===== config.mk =====
export PLATFORM = sky130hd
export DESIGN_NAME = wdl_top
export DESIGN_NICKNAME = d
export VERILOG_FILES = /design/src/shared/wdl_pkg.sv /design/src/shared/wdl_tick_if.sv /design/src/design/wdl_counter.sv /design/src/design/wdl_top.sv
export SDC_FILE = /design/constraint.sdc
export NUM_CORES = 1
export LEC_CHECK = 0
export ABC_AREA = 0
export BUFFER_PORTS_ARGS = -buffer_cell sky130_fd_sc_hd__clkbuf_2
export CORE_MARGIN = 3
export CORE_UTILIZATION = 58
export DETAILED_ROUTE_END_ITERATION = 16
export PLACE_DENSITY = 0.77
export SLEW_MARGIN = 20
export SYNTH_ARGS = -nofsm -noshare
export SYNTH_HDL_FRONTEND = slang
export SYNTH_SLANG_ARGS = --single-unit

===== constraint.sdc =====
create_clock -name core_clk -period 3.1 [get_ports core_clk]
set_input_delay 0.31 -clock core_clk [delete_from_list [all_inputs] [get_ports core_clk]]
set_output_delay 0.31 -clock core_clk [all_outputs]
set_load 0.01 [all_outputs]

===== src/shared/wdl_pkg.sv =====
// package: register map, field layout, reset values and helpers of the watchdog
package wdl_pkg;

  // ==========================================================
  // counter geometry
  localparam int unsigned WDL_XTAL_HZ        = 32768;
  localparam int unsigned WDL_CNT_W          = 16;
  localparam logic [4:0]  WDL_PRE_BASE_SHIFT = 5'd9;
  localparam logic [3:0]  WDL_PRE_LONGEST    = 4'h7;
  localparam logic [3:0]  WDL_PRE_AUTO_RST   = 4'h8;
  localparam logic [3:0]  WDL_PRE_DL_RST     = 4'h9;

  // ==========================================================
  // register indices (word index, byte address is index times four)
  localparam logic [13:0] WDL_IDX_CTRL       = 14'h00C0;
  localparam logic [13:0] WDL_IDX_KEY        = 14'h00BB;
  localparam logic [13:0] WDL_IDX_CNT        = 14'h00C8;
  localparam logic [13:0] WDL_IDX_PROT_FIRST = 14'h3FFA;
  localparam logic [13:0] WDL_IDX_PROT_LAST  = 14'h3FFF;

  // ==========================================================
  // control register fields
  localparam int unsigned WDL_CTRL_PRE_LSB    = 4;
  localparam int unsigned WDL_CTRL_IRQSEL_BIT = 3;
  localparam int unsigned WDL_CTRL_FLAG_BIT   = 2;
  localparam int unsigned WDL_CTRL_RUN_BIT    = 1;
  localparam int unsigned WDL_CTRL_UNLOCK_BIT = 0;
  localparam int unsigned WDL_LOCK_BIT        = 7;
  localparam int unsigned WDL_PROT_BYTES      = 6;

  // ==========================================================
  // reset values
  localparam logic [3:0] WDL_RST_PRE    = WDL_PRE_LONGEST;
  localparam logic       WDL_RST_RUN    = 1'b1;
  localparam logic       WDL_RST_IRQSEL = 1'b0;
  localparam logic       WDL_RST_FLAG   = 1'b0;
  localparam logic       WDL_RST_UNLOCK = 1'b0;
  localparam logic [7:0] WDL_RST_PROT   = 8'hFF;
  localparam logic [7:0] WDL_RST_KEY    = 8'h00;

  // ==========================================================
  // bus answers
  localparam logic [1:0] WDL_RESP_OKAY   = 2'h0;
  localparam logic [1:0] WDL_RESP_SLVERR = 2'h2;
  localparam logic [1:0] WDL_RESP_DECERR = 2'h3;

  typedef enum logic [4:0] {
    WDL_RG_NONE = 5'h01,
    WDL_RG_CTRL = 5'h02,
    WDL_RG_KEY  = 5'h04,
    WDL_RG_CNT  = 5'h08,
    WDL_RG_PROT = 5'h10
  } wdl_region_e;

  // ==========================================================
  // helpers
  function automatic wdl_region_e wdl_decode(input logic [15:0] addr);
    logic [13:0] idx;
    idx = addr[15:2];
    if (addr[1:0] != 2'h0) begin
      return WDL_RG_NONE;
    end else if (idx == WDL_IDX_CTRL) begin
      return WDL_RG_CTRL;
    end else if (idx == WDL_IDX_KEY) begin
      return WDL_RG_KEY;
    end else if (idx == WDL_IDX_CNT) begin
      return WDL_RG_CNT;
    end else if (idx >= WDL_IDX_PROT_FIRST && idx <= WDL_IDX_PROT_LAST) begin
      return WDL_RG_PROT;
    end else begin
      return WDL_RG_NONE;
    end
  endfunction

  // count value reached just before the 2^(pre+9)-th crystal edge
  function automatic logic [15:0] wdl_tmo_mask(input logic [3:0] pre);
    logic [16:0] m;
    m = (17'h00001 << ({1'b0, pre} + WDL_PRE_BASE_SHIFT)) - 17'h00001;
    return m[15:0];
  endfunction

endpackage


===== src/shared/wdl_tick_if.sv =====
// interface: control and status between register side and crystal counter
interface wdl_tick_if;
  logic        xtal;
  logic        run;
  logic        clear;
  logic [3:0]  pre;
  logic        expire;
  logic [15:0] count;

  modport ctl (
    output xtal,
    output run,
    output clear,
    output pre,
    input  expire,
    input  count
  );

  modport cnt (
    input  xtal,
    input  run,
    input  clear,
    input  pre,
    output expire,
    output count
  );
endinterface


===== src/design/wdl_counter.sv =====
// module: 16-bit watchdog counter stepped by crystal edges
module wdl_counter
  import wdl_pkg::*;
(
  input  wire logic core_clk,
  input  wire logic rst_n,
  wdl_tick_if.cnt   t
);

  typedef struct packed {
    logic        xtal_prev;
    logic [15:0] cnt;
    logic        expire;
  } wdl_cnt_s;

  wdl_cnt_s q;
  wdl_cnt_s d;

  // ==========================================================
  // next state
  always_comb begin
    d           = q;
    d.xtal_prev = t.xtal;
    d.expire    = 1'b0;
    if (t.clear || !t.run) begin
      d.cnt = '0;
    end else if (t.xtal && !q.xtal_prev) begin
      if (t.pre <= WDL_PRE_LONGEST && q.cnt == wdl_tmo_mask(t.pre)) begin
        d.cnt    = '0;
        d.expire = 1'b1;
      end else begin
        // invalid codes just wrap, never expire
        d.cnt = q.cnt + 16'h0001;
      end
    end
  end

  always_ff @(posedge core_clk or negedge rst_n) begin
    if (!rst_n) begin
      q <= '0;
    end else begin
      q <= d;
    end
  end

  assign t.expire = q.expire;
  assign t.count  = q.cnt;

endmodule


===== src/design/wdl_top.sv =====
// module: watchdog with unlock sequence and flash lock, AXI4-Lite registers
// What this block does
// - out of reset the dog runs with prescale 7, resetting after 2 s.
// - clearing the run bit stops the watchdog.
// - the counter advances on the 32.768 kHz crystal, not the core clock.
// - a 16-bit counter expires after 2^prescale times 2^9 crystal periods.
// - codes 0 to 7 give 15.6 ms up to 2 s via higher counter bits.
// - code 8 resets at once, code 9 asks a download reset, 10-15 unused.
// - at expiry a clear irq select resets the system, a set one interrupts.
// - every expiry sets the sticky flag, cleared by writing 0 or reset pin.
// - each write of run=1 enables the dog and zeroes its counter.
// - control takes a write only right after a write that set unlock.
// - lock bit clear forces irq select 0 and run 1, ignoring writes.
// - under the lock the prescale stays writable by the sequence.
// - the protection byte doubles as the flash key value.
// - protection bytes change only when the stored key equals the key reg.
module wdl_top
  import wdl_pkg::*;
(
  input  wire logic        core_clk,
  input  wire logic        rst_n,
  input  wire logic        crystal_in_pin,
  input  wire logic [15:0] s_axi_awaddr,
  input  wire logic        s_axi_awvalid,
  output logic             s_axi_awready,
  input  wire logic [31:0] s_axi_wdata,
  input  wire logic [3:0]  s_axi_wstrb,
  input  wire logic        s_axi_wvalid,
  output logic             s_axi_wready,
  output logic [1:0]       s_axi_bresp,
  output logic             s_axi_bvalid,
  input  wire logic        s_axi_bready,
  input  wire logic [15:0] s_axi_araddr,
  input  wire logic        s_axi_arvalid,
  output logic             s_axi_arready,
  output logic [31:0]      s_axi_rdata,
  output logic [1:0]       s_axi_rresp,
  output logic             s_axi_rvalid,
  input  wire logic        s_axi_rready,
  output logic             sys_reset_req,
  output logic             download_reset_req,
  output logic             wdt_irq
);

  // ==========================================================
  // state
  typedef enum logic [2:0] {
    WDL_ST_IDLE  = 3'b001,
    WDL_ST_WRESP = 3'b010,
    WDL_ST_RRESP = 3'b100
  } wdl_st_e;

  typedef struct packed {
    wdl_st_e          st;
    logic             aw_got;
    logic [15:0]      awaddr;
    logic             w_got;
    logic [31:0]      wdata;
    logic [3:0]       wstrb;
    logic             ar_got;
    logic [15:0]      araddr;
    logic             awready;
    logic             wready;
    logic             arready;
    logic             bvalid;
    logic [1:0]       bresp;
    logic             rvalid;
    logic [1:0]       rresp;
    logic [31:0]      rdata;
    logic [3:0]       pre;
    logic             irq_sel;
    logic             flag;
    logic             run;
    logic             unlock;
    logic             clr_cnt;
    logic [7:0]       key_reg;
    logic [5:0][7:0]  prot;
    logic             sys_rst;
    logic             dl_rst;
    logic             irq;
  } wdl_top_s;

  wdl_top_s q;
  wdl_top_s d;

  wdl_tick_if t ();

  wdl_counter i_wdl_counter (
    .core_clk (core_clk),
    .rst_n    (rst_n),
    .t        (t)
  );

  assign t.xtal  = crystal_in_pin;
  assign t.run   = q.run;
  assign t.clear = q.clr_cnt;
  assign t.pre   = q.pre;

  // ==========================================================
  // read mux
  // slot of a protection byte from its byte address
  function automatic logic [2:0] prot_slot(input logic [15:0] addr);
    logic [13:0] off;
    off = addr[15:2] - WDL_IDX_PROT_FIRST;
    return off[2:0];
  endfunction

  // control byte as software reads it back
  function automatic logic [7:0] ctrl_image(input wdl_top_s s);
    logic [7:0] v;
    v                        = 8'h00;
    v[WDL_CTRL_PRE_LSB +: 4] = s.pre;
    v[WDL_CTRL_IRQSEL_BIT]   = s.irq_sel;
    v[WDL_CTRL_FLAG_BIT]     = s.flag;
    v[WDL_CTRL_RUN_BIT]      = s.run;
    v[WDL_CTRL_UNLOCK_BIT]   = s.unlock;
    return v;
  endfunction

  function automatic logic [31:0] rd_value(input wdl_top_s s,
                                           input logic [15:0] addr,
                                           input logic [15:0] cnt);
    logic [31:0] v;
    v = 32'h0000_0000;
    case (wdl_decode(addr))
      WDL_RG_CTRL: v[7:0]  = ctrl_image(s);
      WDL_RG_KEY:  v[7:0]  = s.key_reg;
      WDL_RG_CNT:  v[15:0] = cnt;
      WDL_RG_PROT: v[7:0]  = s.prot[prot_slot(addr)];
      default:     v       = 32'h0000_0000;
    endcase
    return v;
  endfunction

  // ==========================================================
  // next state
  always_comb begin
    wdl_region_e rg;
    logic        locked;
    logic        flag_clr;
    logic        ctrl_ok;
    logic [2:0]  pi;
    logic        expired;
    rg       = WDL_RG_NONE;
    locked   = 1'b0;
    flag_clr = 1'b0;
    ctrl_ok  = 1'b0;
    pi       = 3'h0;
    expired  = 1'b0;

    d         = q;
    d.sys_rst = 1'b0;
    d.dl_rst  = 1'b0;
    d.irq     = 1'b0;
    d.clr_cnt = 1'b0;

    // lock bit is bit 7 of the key byte
    locked = !q.prot[0][WDL_LOCK_BIT];

    case (q.st)
      WDL_ST_IDLE: begin
        if (s_axi_awvalid && q.awready) begin
          d.aw_got = 1'b1;
          d.awaddr = s_axi_awaddr;
        end
        if (s_axi_wvalid && q.wready) begin
          d.w_got = 1'b1;
          d.wdata = s_axi_wdata;
          d.wstrb = s_axi_wstrb;
        end
        if (s_axi_arvalid && q.arready) begin
          d.ar_got = 1'b1;
          d.araddr = s_axi_araddr;
        end

        if (d.aw_got && d.w_got) begin
          rg       = wdl_decode(d.awaddr);
          d.aw_got = 1'b0;
          d.w_got  = 1'b0;
          d.bvalid = 1'b1;
          d.bresp  = WDL_RESP_OKAY;
          d.st     = WDL_ST_WRESP;
          d.unlock = 1'b0;
          ctrl_ok  = (rg == WDL_RG_CTRL) && d.wstrb[0];
          if (rg == WDL_RG_NONE) begin
            d.bresp = WDL_RESP_DECERR;
          end else if (ctrl_ok && q.unlock) begin
            // second write of the pair lands
            d.pre = d.wdata[WDL_CTRL_PRE_LSB +: 4];
            if (!locked) begin
              d.irq_sel = d.wdata[WDL_CTRL_IRQSEL_BIT];
              // run bit cleared stops the dog
              d.run     = d.wdata[WDL_CTRL_RUN_BIT];
            end
            flag_clr = !d.wdata[WDL_CTRL_FLAG_BIT];
            if (d.wdata[WDL_CTRL_RUN_BIT]) begin
              d.clr_cnt = 1'b1;
            end
            if (d.pre == WDL_PRE_AUTO_RST) begin
              d.sys_rst = 1'b1;
            end else if (d.pre == WDL_PRE_DL_RST) begin
              d.dl_rst = 1'b1;
            end
          end else if (ctrl_ok) begin
            d.unlock = d.wdata[WDL_CTRL_UNLOCK_BIT];
          end else if (rg == WDL_RG_KEY) begin
            if (d.wstrb[0]) begin
              d.key_reg = d.wdata[7:0];
            end
          end else if (rg == WDL_RG_PROT) begin
            pi = prot_slot(d.awaddr);
            // key must match the stored byte
            if (q.prot[0] == q.key_reg) begin
              if (d.wstrb[0]) begin
                d.prot[pi] = d.wdata[7:0];
              end
            end else begin
              d.bresp = WDL_RESP_SLVERR;
            end
          end
          // counter register is read only, write is dropped
        end else if (d.ar_got) begin
          d.ar_got = 1'b0;
          d.rvalid = 1'b1;
          // count is taken when the read is served: at the address handshake, or later if a write goes first
          d.rdata  = rd_value(q, d.araddr, t.count);
          d.rresp  = (wdl_decode(d.araddr) == WDL_RG_NONE) ?
                     WDL_RESP_DECERR : WDL_RESP_OKAY;
          d.st     = WDL_ST_RRESP;
        end
      end
      WDL_ST_WRESP: begin
        if (s_axi_bready) begin
          d.bvalid = 1'b0;
          d.st     = WDL_ST_IDLE;
        end
      end
      WDL_ST_RRESP: begin
        if (s_axi_rready) begin
          d.rvalid = 1'b0;
          d.st     = WDL_ST_IDLE;
        end
      end
      default: begin
        d.st = WDL_ST_IDLE;
      end
    endcase

    // readies only while idle and the slot is free
    d.awready = (d.st == WDL_ST_IDLE) && !d.aw_got;
    d.wready  = (d.st == WDL_ST_IDLE) && !d.w_got;
    d.arready = (d.st == WDL_ST_IDLE) && !d.ar_got;

    // lock forces run on and reset mode
    if (!d.prot[0][WDL_LOCK_BIT]) begin
      d.run     = 1'b1;
      d.irq_sel = 1'b0;
    end

    expired = t.expire && q.run;
    if (expired) begin
      if (q.irq_sel) begin
        d.irq = 1'b1;
      end else begin
        d.sys_rst = 1'b1;
      end
    end

    // immediate reset code outranks a same-cycle interrupt
    if (d.sys_rst) begin
      d.irq = 1'b0;
    end

    // set wins over a same-cycle clear
    d.flag = (q.flag && !flag_clr) || expired;
  end

  // ==========================================================
  // registers
  // the flag only resets on rst_n: the system reset this block
  // requests must not be wired back to rst_n, or the flag is lost
  always_ff @(posedge core_clk or negedge rst_n) begin
    if (!rst_n) begin
      q.st      <= WDL_ST_IDLE;
      q.aw_got  <= 1'b0;
      q.awaddr  <= 16'h0000;
      q.w_got   <= 1'b0;
      q.wdata   <= 32'h0000_0000;
      q.wstrb   <= 4'h0;
      q.ar_got  <= 1'b0;
      q.araddr  <= 16'h0000;
      q.awready <= 1'b0;
      q.wready  <= 1'b0;
      q.arready <= 1'b0;
      q.bvalid  <= 1'b0;
      q.bresp   <= WDL_RESP_OKAY;
      q.rvalid  <= 1'b0;
      q.rresp   <= WDL_RESP_OKAY;
      q.rdata   <= 32'h0000_0000;
      q.pre     <= WDL_RST_PRE;
      q.run     <= WDL_RST_RUN;
      q.irq_sel <= WDL_RST_IRQSEL;
      q.flag    <= WDL_RST_FLAG;
      q.unlock  <= WDL_RST_UNLOCK;
      q.clr_cnt <= 1'b0;
      q.key_reg <= WDL_RST_KEY;
      // flash contents modelled as flip-flops, blank after reset
      q.prot    <= {WDL_PROT_BYTES{WDL_RST_PROT}};
      q.sys_rst <= 1'b0;
      q.dl_rst  <= 1'b0;
      q.irq     <= 1'b0;
    end else begin
      q <= d;
    end
  end

  // ==========================================================
  // outputs
  assign s_axi_awready      = q.awready;
  assign s_axi_wready       = q.wready;
  assign s_axi_bresp        = q.bresp;
  assign s_axi_bvalid       = q.bvalid;
  assign s_axi_arready      = q.arready;
  assign s_axi_rdata        = q.rdata;
  assign s_axi_rresp        = q.rresp;
  assign s_axi_rvalid       = q.rvalid;
  assign sys_reset_req      = q.sys_rst;
  assign download_reset_req = q.dl_rst;
  assign wdt_irq            = q.irq;

endmodule


==> results of run 1 <==
repair_timing:
item                      4_1_cts  5_1_grt
hold buffers                    2        0
hold endpoints to repair       62        0
buffers inserted                0        0
critical path: cells and delay by family (launching register included):
| kind | cells | cell delay [ns] |
|---|---|---|
| AOI/OAI and AO/OA | 5 | 1.05 |
| and+or+nand+nor | 2 | 0.50 |
| DFF | 1 | 0.38 |
| buffers and inverters | 3 | 0.33 |
| adders and majority gates | 1 | 0.31 |
worst paths after layout:
check | depth (start not counted) | slack (ns) | to | startpoint
hold / removal | 2 | 0.13 | q[163] | s_axi_awaddr[0]
setup / recovery | 11 | 0.40 | s_axi_rdata[6] | s_axi_arready
min in group asynchronous | 2 | 0.49 | q[121] | rst_n
hold reg to reg | 2 | 0.47 | s_axi_rdata[8] | s_axi_rdata[8]
max in group asynchronous | 3 | 1.73 | asynchronous set/reset pin | rst_n
setup reg to reg | 11 | 0.40 | s_axi_rdata[6] | s_axi_arready
logic make-up after synthesis:
family | synth area share, %
simple gates | 17.48
compound gates | 13.30
flops | 46.21
mux | 15.69
buf+inv | 5.586
xor+xnor | 1.216
fa+ha+maj | 0.4342
other cells | 0.08686
area by class of cell:
cell class                 count  area share, %
multi-input combinational    589          43.99
sequential                   157          41.56
timing repair buffer          96          5.637
clock buffer                  22          4.621
tap                          180          2.343
clock inverter                10          1.224
inverter                      16         0.6248
where the power goes:
group	switching, mW	internal, mW	leakage, nW
sequential	0.365	2.49	1.86
clock	0.807	1.18	0.272
combinational	1.38	0.979	2.04
per-layer routing:
| metal | share of wire (%) | vias up |
|---|---|---|
| met4 | 1.6 | 0 |
| met1 | 44 | 3328 |
| li1 | - | 3109 |
| met5 | 0 | - |
| met3 | 8.6 | 31 |
| met2 | 46 | 309 |
through the flow:
step,hold slack [ns],worst slack [ns],utilization [%]
6_report,0.1341,0.4036,67.67
4_1_cts,0.1176,0.4567,67.67
3_3_place_gp,0.4001,0.4249,63.57
3_5_place_dp,0.4000,0.3791,63.57
2_1_floorplan,0.01441,0.3631,-
5_1_grt,0.1172,0.1568,67.67
layout by cell type, fill, tap and decap left out, drive strengths merged, types with 8 or more instances in the layout:
cell type  netlist  routed
mux2           101     101
inv             16      16
dfrtp          104     104
a21oi           29      29
buf             46      19
nand4           29      29
nor2b            8       8
nor4             9       9
nor2            33      33
o21ai           40      40
nor3            15      15
mux2i           11      11
o311ai           8       8
clkbuf          26      97
nand2           82      82
conb             2      18
o221a            8       8
xnor2           11      11
dfstp           53      53
a211oi          11      11
nand3           42      42
==> impl_metrics.tcl, run 1 <==
set metrics [dict create \
    synth_ff_type "dfrtp_1" \
    slowest_stage "dfrtp_1" \
    fin_area_um2 9612 \
    ys_seq_elements 157 \
    clock-sinks 157 \
    cp.arrival_ns 3.01 \
    cts_buffers 17 \
    hold_path_class "input pin to flip-flop" \
    multiInputGateArea_um2 4228 \
    grtUsageMet2_pct 39.86 \
    max-cap-violations 0 \
    place_hpwl_mm 15.04 \
    layout_min_cycle_time_ns 2.696 \
    synth.avg_cell_area_um2 10.57 \
    start_util_pct 60.87 \
    cellPowerDensity_nw_per_um2 749.1 \
    n_fill_cell 1047 \
    max-vdd-ir-drop_mv 0.5920 \
    critical_path_required_ns 3.41 \
    yosysWarnings 0 \
    routed_wl_mm 20.39 \
    place_inst 1036 \
    clkLatencyLatePin_ns 0.43 \
    cts_tree "done" \
    dr.pass1.iters 8 \
    drc_errors 0 \
    grtUsageMet3_pct 6.458 \
    crit_path_end_kind "flip-flop" \
    drtIter0Drc 709 \
    num_rows 43 \
    crit_path_start_kind "flip-flop" \
    gp_congestion 0.9377 \
    ant_nets 0 \
    die_h_um 128.1 \
    pin_count 120 \
    grt_overflow 0 \
    timing.critical_path.cells "and3_1 > nor2_1 > inv_1 > ha_1 > buf_4 > inv_1 > o21ai_1 > a21oi_1 > a211oi_1 > o2bb2ai_1 > o221a_2" \
    worst-path-max-fanout 13 \
    grt_pass1_wl_mm 33.34 \
    portBuffers 76 \
    grt_max_degree 84 \
    clk_pin_slew_ns 0.06 \
    dpl_cell_area_um2 9030 \
    p_leak_nw 4.178 \
    yosys.area.top_type_share_pct 30.10 \
    globalRouteMet1Util_pct 35.40 \
    timing.final.crit_share_pct 86.98 \
    run_status "complete, no violations" \
    wl_per_cell_um 19.06 \
    post-synth-top-count-cell "dfrtp_1" \
    via_per_inst 6.334 \
    h-tree-depth 4 \
    nNetsFinal 956 \
    synth_cells 818 \
    fin_skew_ns 0.008336 \
    synth.distinct_cells 79 \
    max_stage_delay_ns 0.38 \
    syn_area_um2 8646 \
    drive_gt1_share_pct 33.82 \
    final_cells 1070 \
    fmax_mhz 370.9 \
    grt_pass1_vias 6551 \
    power_mw 7.200 \
    finalSetupTns_ns 0 \
    rsz0062_at_grt "no" \
    grtUsageTotal_pct 25.60 \
    synth-async-reset-ratio_pct 100.0 \
    hold_violations 0 \
    synth_top_area_cell "dfrtp_1" \
    synth.cells.most_frequent "dfrtp_1, nand2_1, mux2_2" \
    core_area_um2 14200 \
    syn_to_final_growth_pct 11.17 \
    worst_pin_slew_ns 0.8743 \
    seqCellArea_um2 3995 \
    worstSetupPathType "flip-flop to flip-flop" \
    grt.busiest_layer "met2" \
    synth-edff-count 0 \
    synth_seq_area_share_pct 46.21 \
    die_area_um2 16410 \
    cts_resized 0 \
    crit_top_cell "inv_1" \
    antenna_cells 0 \
    num_vias 6777 \
    setup_viol 0 \
    antenna_found_initial 0 \
    report.final.slew_viol_count 0 \
    synth_area_leaders "dfrtp_1, dfstp_2, mux2_2, mux2_4, nand2_1" \
    cts_buffer_depth 2 \
    clockRootBuffer "clkbuf_16" \
    die_width_um 128.1 \
    slew_headroom_pct 41.50 \
]
Note: power is estimated with default switching activity, not from simulation.
==> run 2, diff against run 1 <==
CORE_ASPECT_RATIO = 0.7   (was unset)
MAX_ROUTING_LAYER = met4   (was unset)
==> impl_metrics.tcl, run 2 (synthesis results as in run 1) <==
set metrics [dict create \
    worstSetupPathType "flip-flop to flip-flop" \
    core_area_um2 14230 \
    run_status "complete, no violations" \
    worst_hold_path.num_cells 2 \
    seqCellArea_um2 3995 \
    routed_wl_mm 22.15 \
    slew_headroom_pct 36.76 \
    num_vias 6935 \
    max-vdd-ir-drop_mv 0.5438 \
    layout_min_cycle_time_ns 2.885 \
    num_rows 36 \
    cp.arrival_ns 3.22 \
    critical_path_required_ns 3.44 \
    nNetsFinal 955 \
    clkLatencyLatePin_ns 0.43 \
    reg2reg_depth 6 \
    antenna_cells 0 \
    antenna_found_initial 0 \
    p_leak_nw 4.176 \
    hold_ws_ns 0.1273 \
    via_per_inst 6.427 \
    place_hpwl_mm 16.31 \
    final_common_cell "dfrtp_1" \
    drive_gt1_share_pct 34.31 \
    cellPowerDensity_nw_per_um2 757.3 \
    start_util_pct 60.74 \
    cts_resized 0 \
    hold_path_class "input pin to flip-flop" \
    hold_start "s_axi_wstrb[0]" \
    max-cap-violations 0 \
    drc_errors 0 \
    crit_path_end_kind "flip-flop" \
    cts_buffers 17 \
    grt_pass1_vias 6649 \
    fin_skew_ns 0.01241 \
    setup_viol 0 \
    die_h_um 108.2 \
    report.final.slew_viol_count 0 \
    timing.final.crit_share_pct 93.06 \
    post-cts-setup-buffers 0 \
    die_area_um2 16430 \
    timing.rr.end "s_axi_rdata[2]" \
    syn_to_final_growth_pct 11.45 \
    fmax_mhz 346.6 \
    cts_hold_buf 2 \
    grt_overflow 0 \
    rsz0062_at_grt "no" \
    clock-sinks 157 \
    rr_startpoint "s_axi_arready" \
    grtUsageTotal_pct 28.43 \
    multiInputGateArea_um2 4228 \
    whs_endpoint "q[126]" \
    n_fill_cell 1096 \
    wl_per_cell_um 20.53 \
    drtIter0Drc 757 \
    final_util_pct 67.70 \
    hold_violations 0 \
    cts_tree "done" \
    die_width_um 151.9 \
    worst-path-max-fanout 12 \
    grt_max_degree 72 \
    clockRootBuffer "clkbuf_16" \
    dr.pass1.iters 5 \
    cts_buffer_depth 2 \
    clk_pin_slew_ns 0.07 \
    ant_nets 0 \
    grt_pass1_wl_mm 35.80 \
    worst_pin_slew_ns 0.9222 \
    finalSetupTns_ns 0 \
    crit_path_start_kind "flip-flop" \
    portBuffers 76 \
    final_cell_mix "dfrtp_1, nand2_1, mux2_2, clkbuf_2, dfstp_2" \
    rrSetupSlack_ns 0.22 \
    gp_congestion 0.9254 \
    pin_count 120 \
    h-tree-depth 4 \
]
## run 2: changes by cell type in the layout (fill, tap and decap cells not counted), sizes merged
cell      previous run  this run
inv                 16        23
clkbuf              97        93
clkinv               7         4
bufinv               2         0
clkinvlp             1         3
buf                 19        18
## run 2: worst max-delay path, cell delays in order, from the launching register on
cell and delay (ns):
dfrtp_1 0.55, nand2_1 0.32, o31ai_1 0.54, o21ai_1 0.28, nor3_2 0.57, a221oi_1 0.27
a211oi_1 0.24
## run 2: how the worst max path moves through the flow
stage	start	end	slack [ns]	cells past startpoint
after floorplan	s_axi_arready	s_axi_rdata[2]	0.36	12
after global placement	s_axi_arready	s_axi_rdata[2]	0.44	6
after detailed placement	s_axi_arready	s_axi_rdata[2]	0.38	10
after CTS	s_axi_arready	s_axi_rdata[2]	0.35	10
after global routing	s_axi_arready	s_axi_rdata[2]	0.001	6
final	s_axi_arready	s_axi_rdata[2]	0.22	6
## run 2: cell type report
cell class	instances	area share, %
timing repair buffer	95	5.675
clock inverter	14	1.337
sequential	157	41.46
multi-input combinational	589	43.88
clock buffer	18	4.558
inverter	16	0.6233
tap	190	2.467
## run 2: where the power goes
part / internal [mW] / switching (mW) / total, mW
sequential: 2.49 / 0.407 / 2.89
clock: 1.08 / 0.919 / 1.99
combinational: 0.971 / 1.44 / 2.41
## run 2: routing by layer
layer	GRT usage, %	up-vias	routed length [um]
li1	-	3111	-
met2	40.87	353	9609
met4	6.992	0	306
met3	7.560	30	2068
met1	40.54	3441	10170
met5	-	-	0
## run 2: per-stage QoR
stage	std cells	cell area, um^2	setup slack, ns	power (mW)
finish	1079	9635	0.2152	7.297
global route	1079	9635	0.001410	7.666
CTS	1079	9635	0.3504	7.268
detailed placement	1045	9047	0.3828	5.265
global placement	1045	9047	0.4374	5.124
floorplan	834	8706	0.3631	4.511
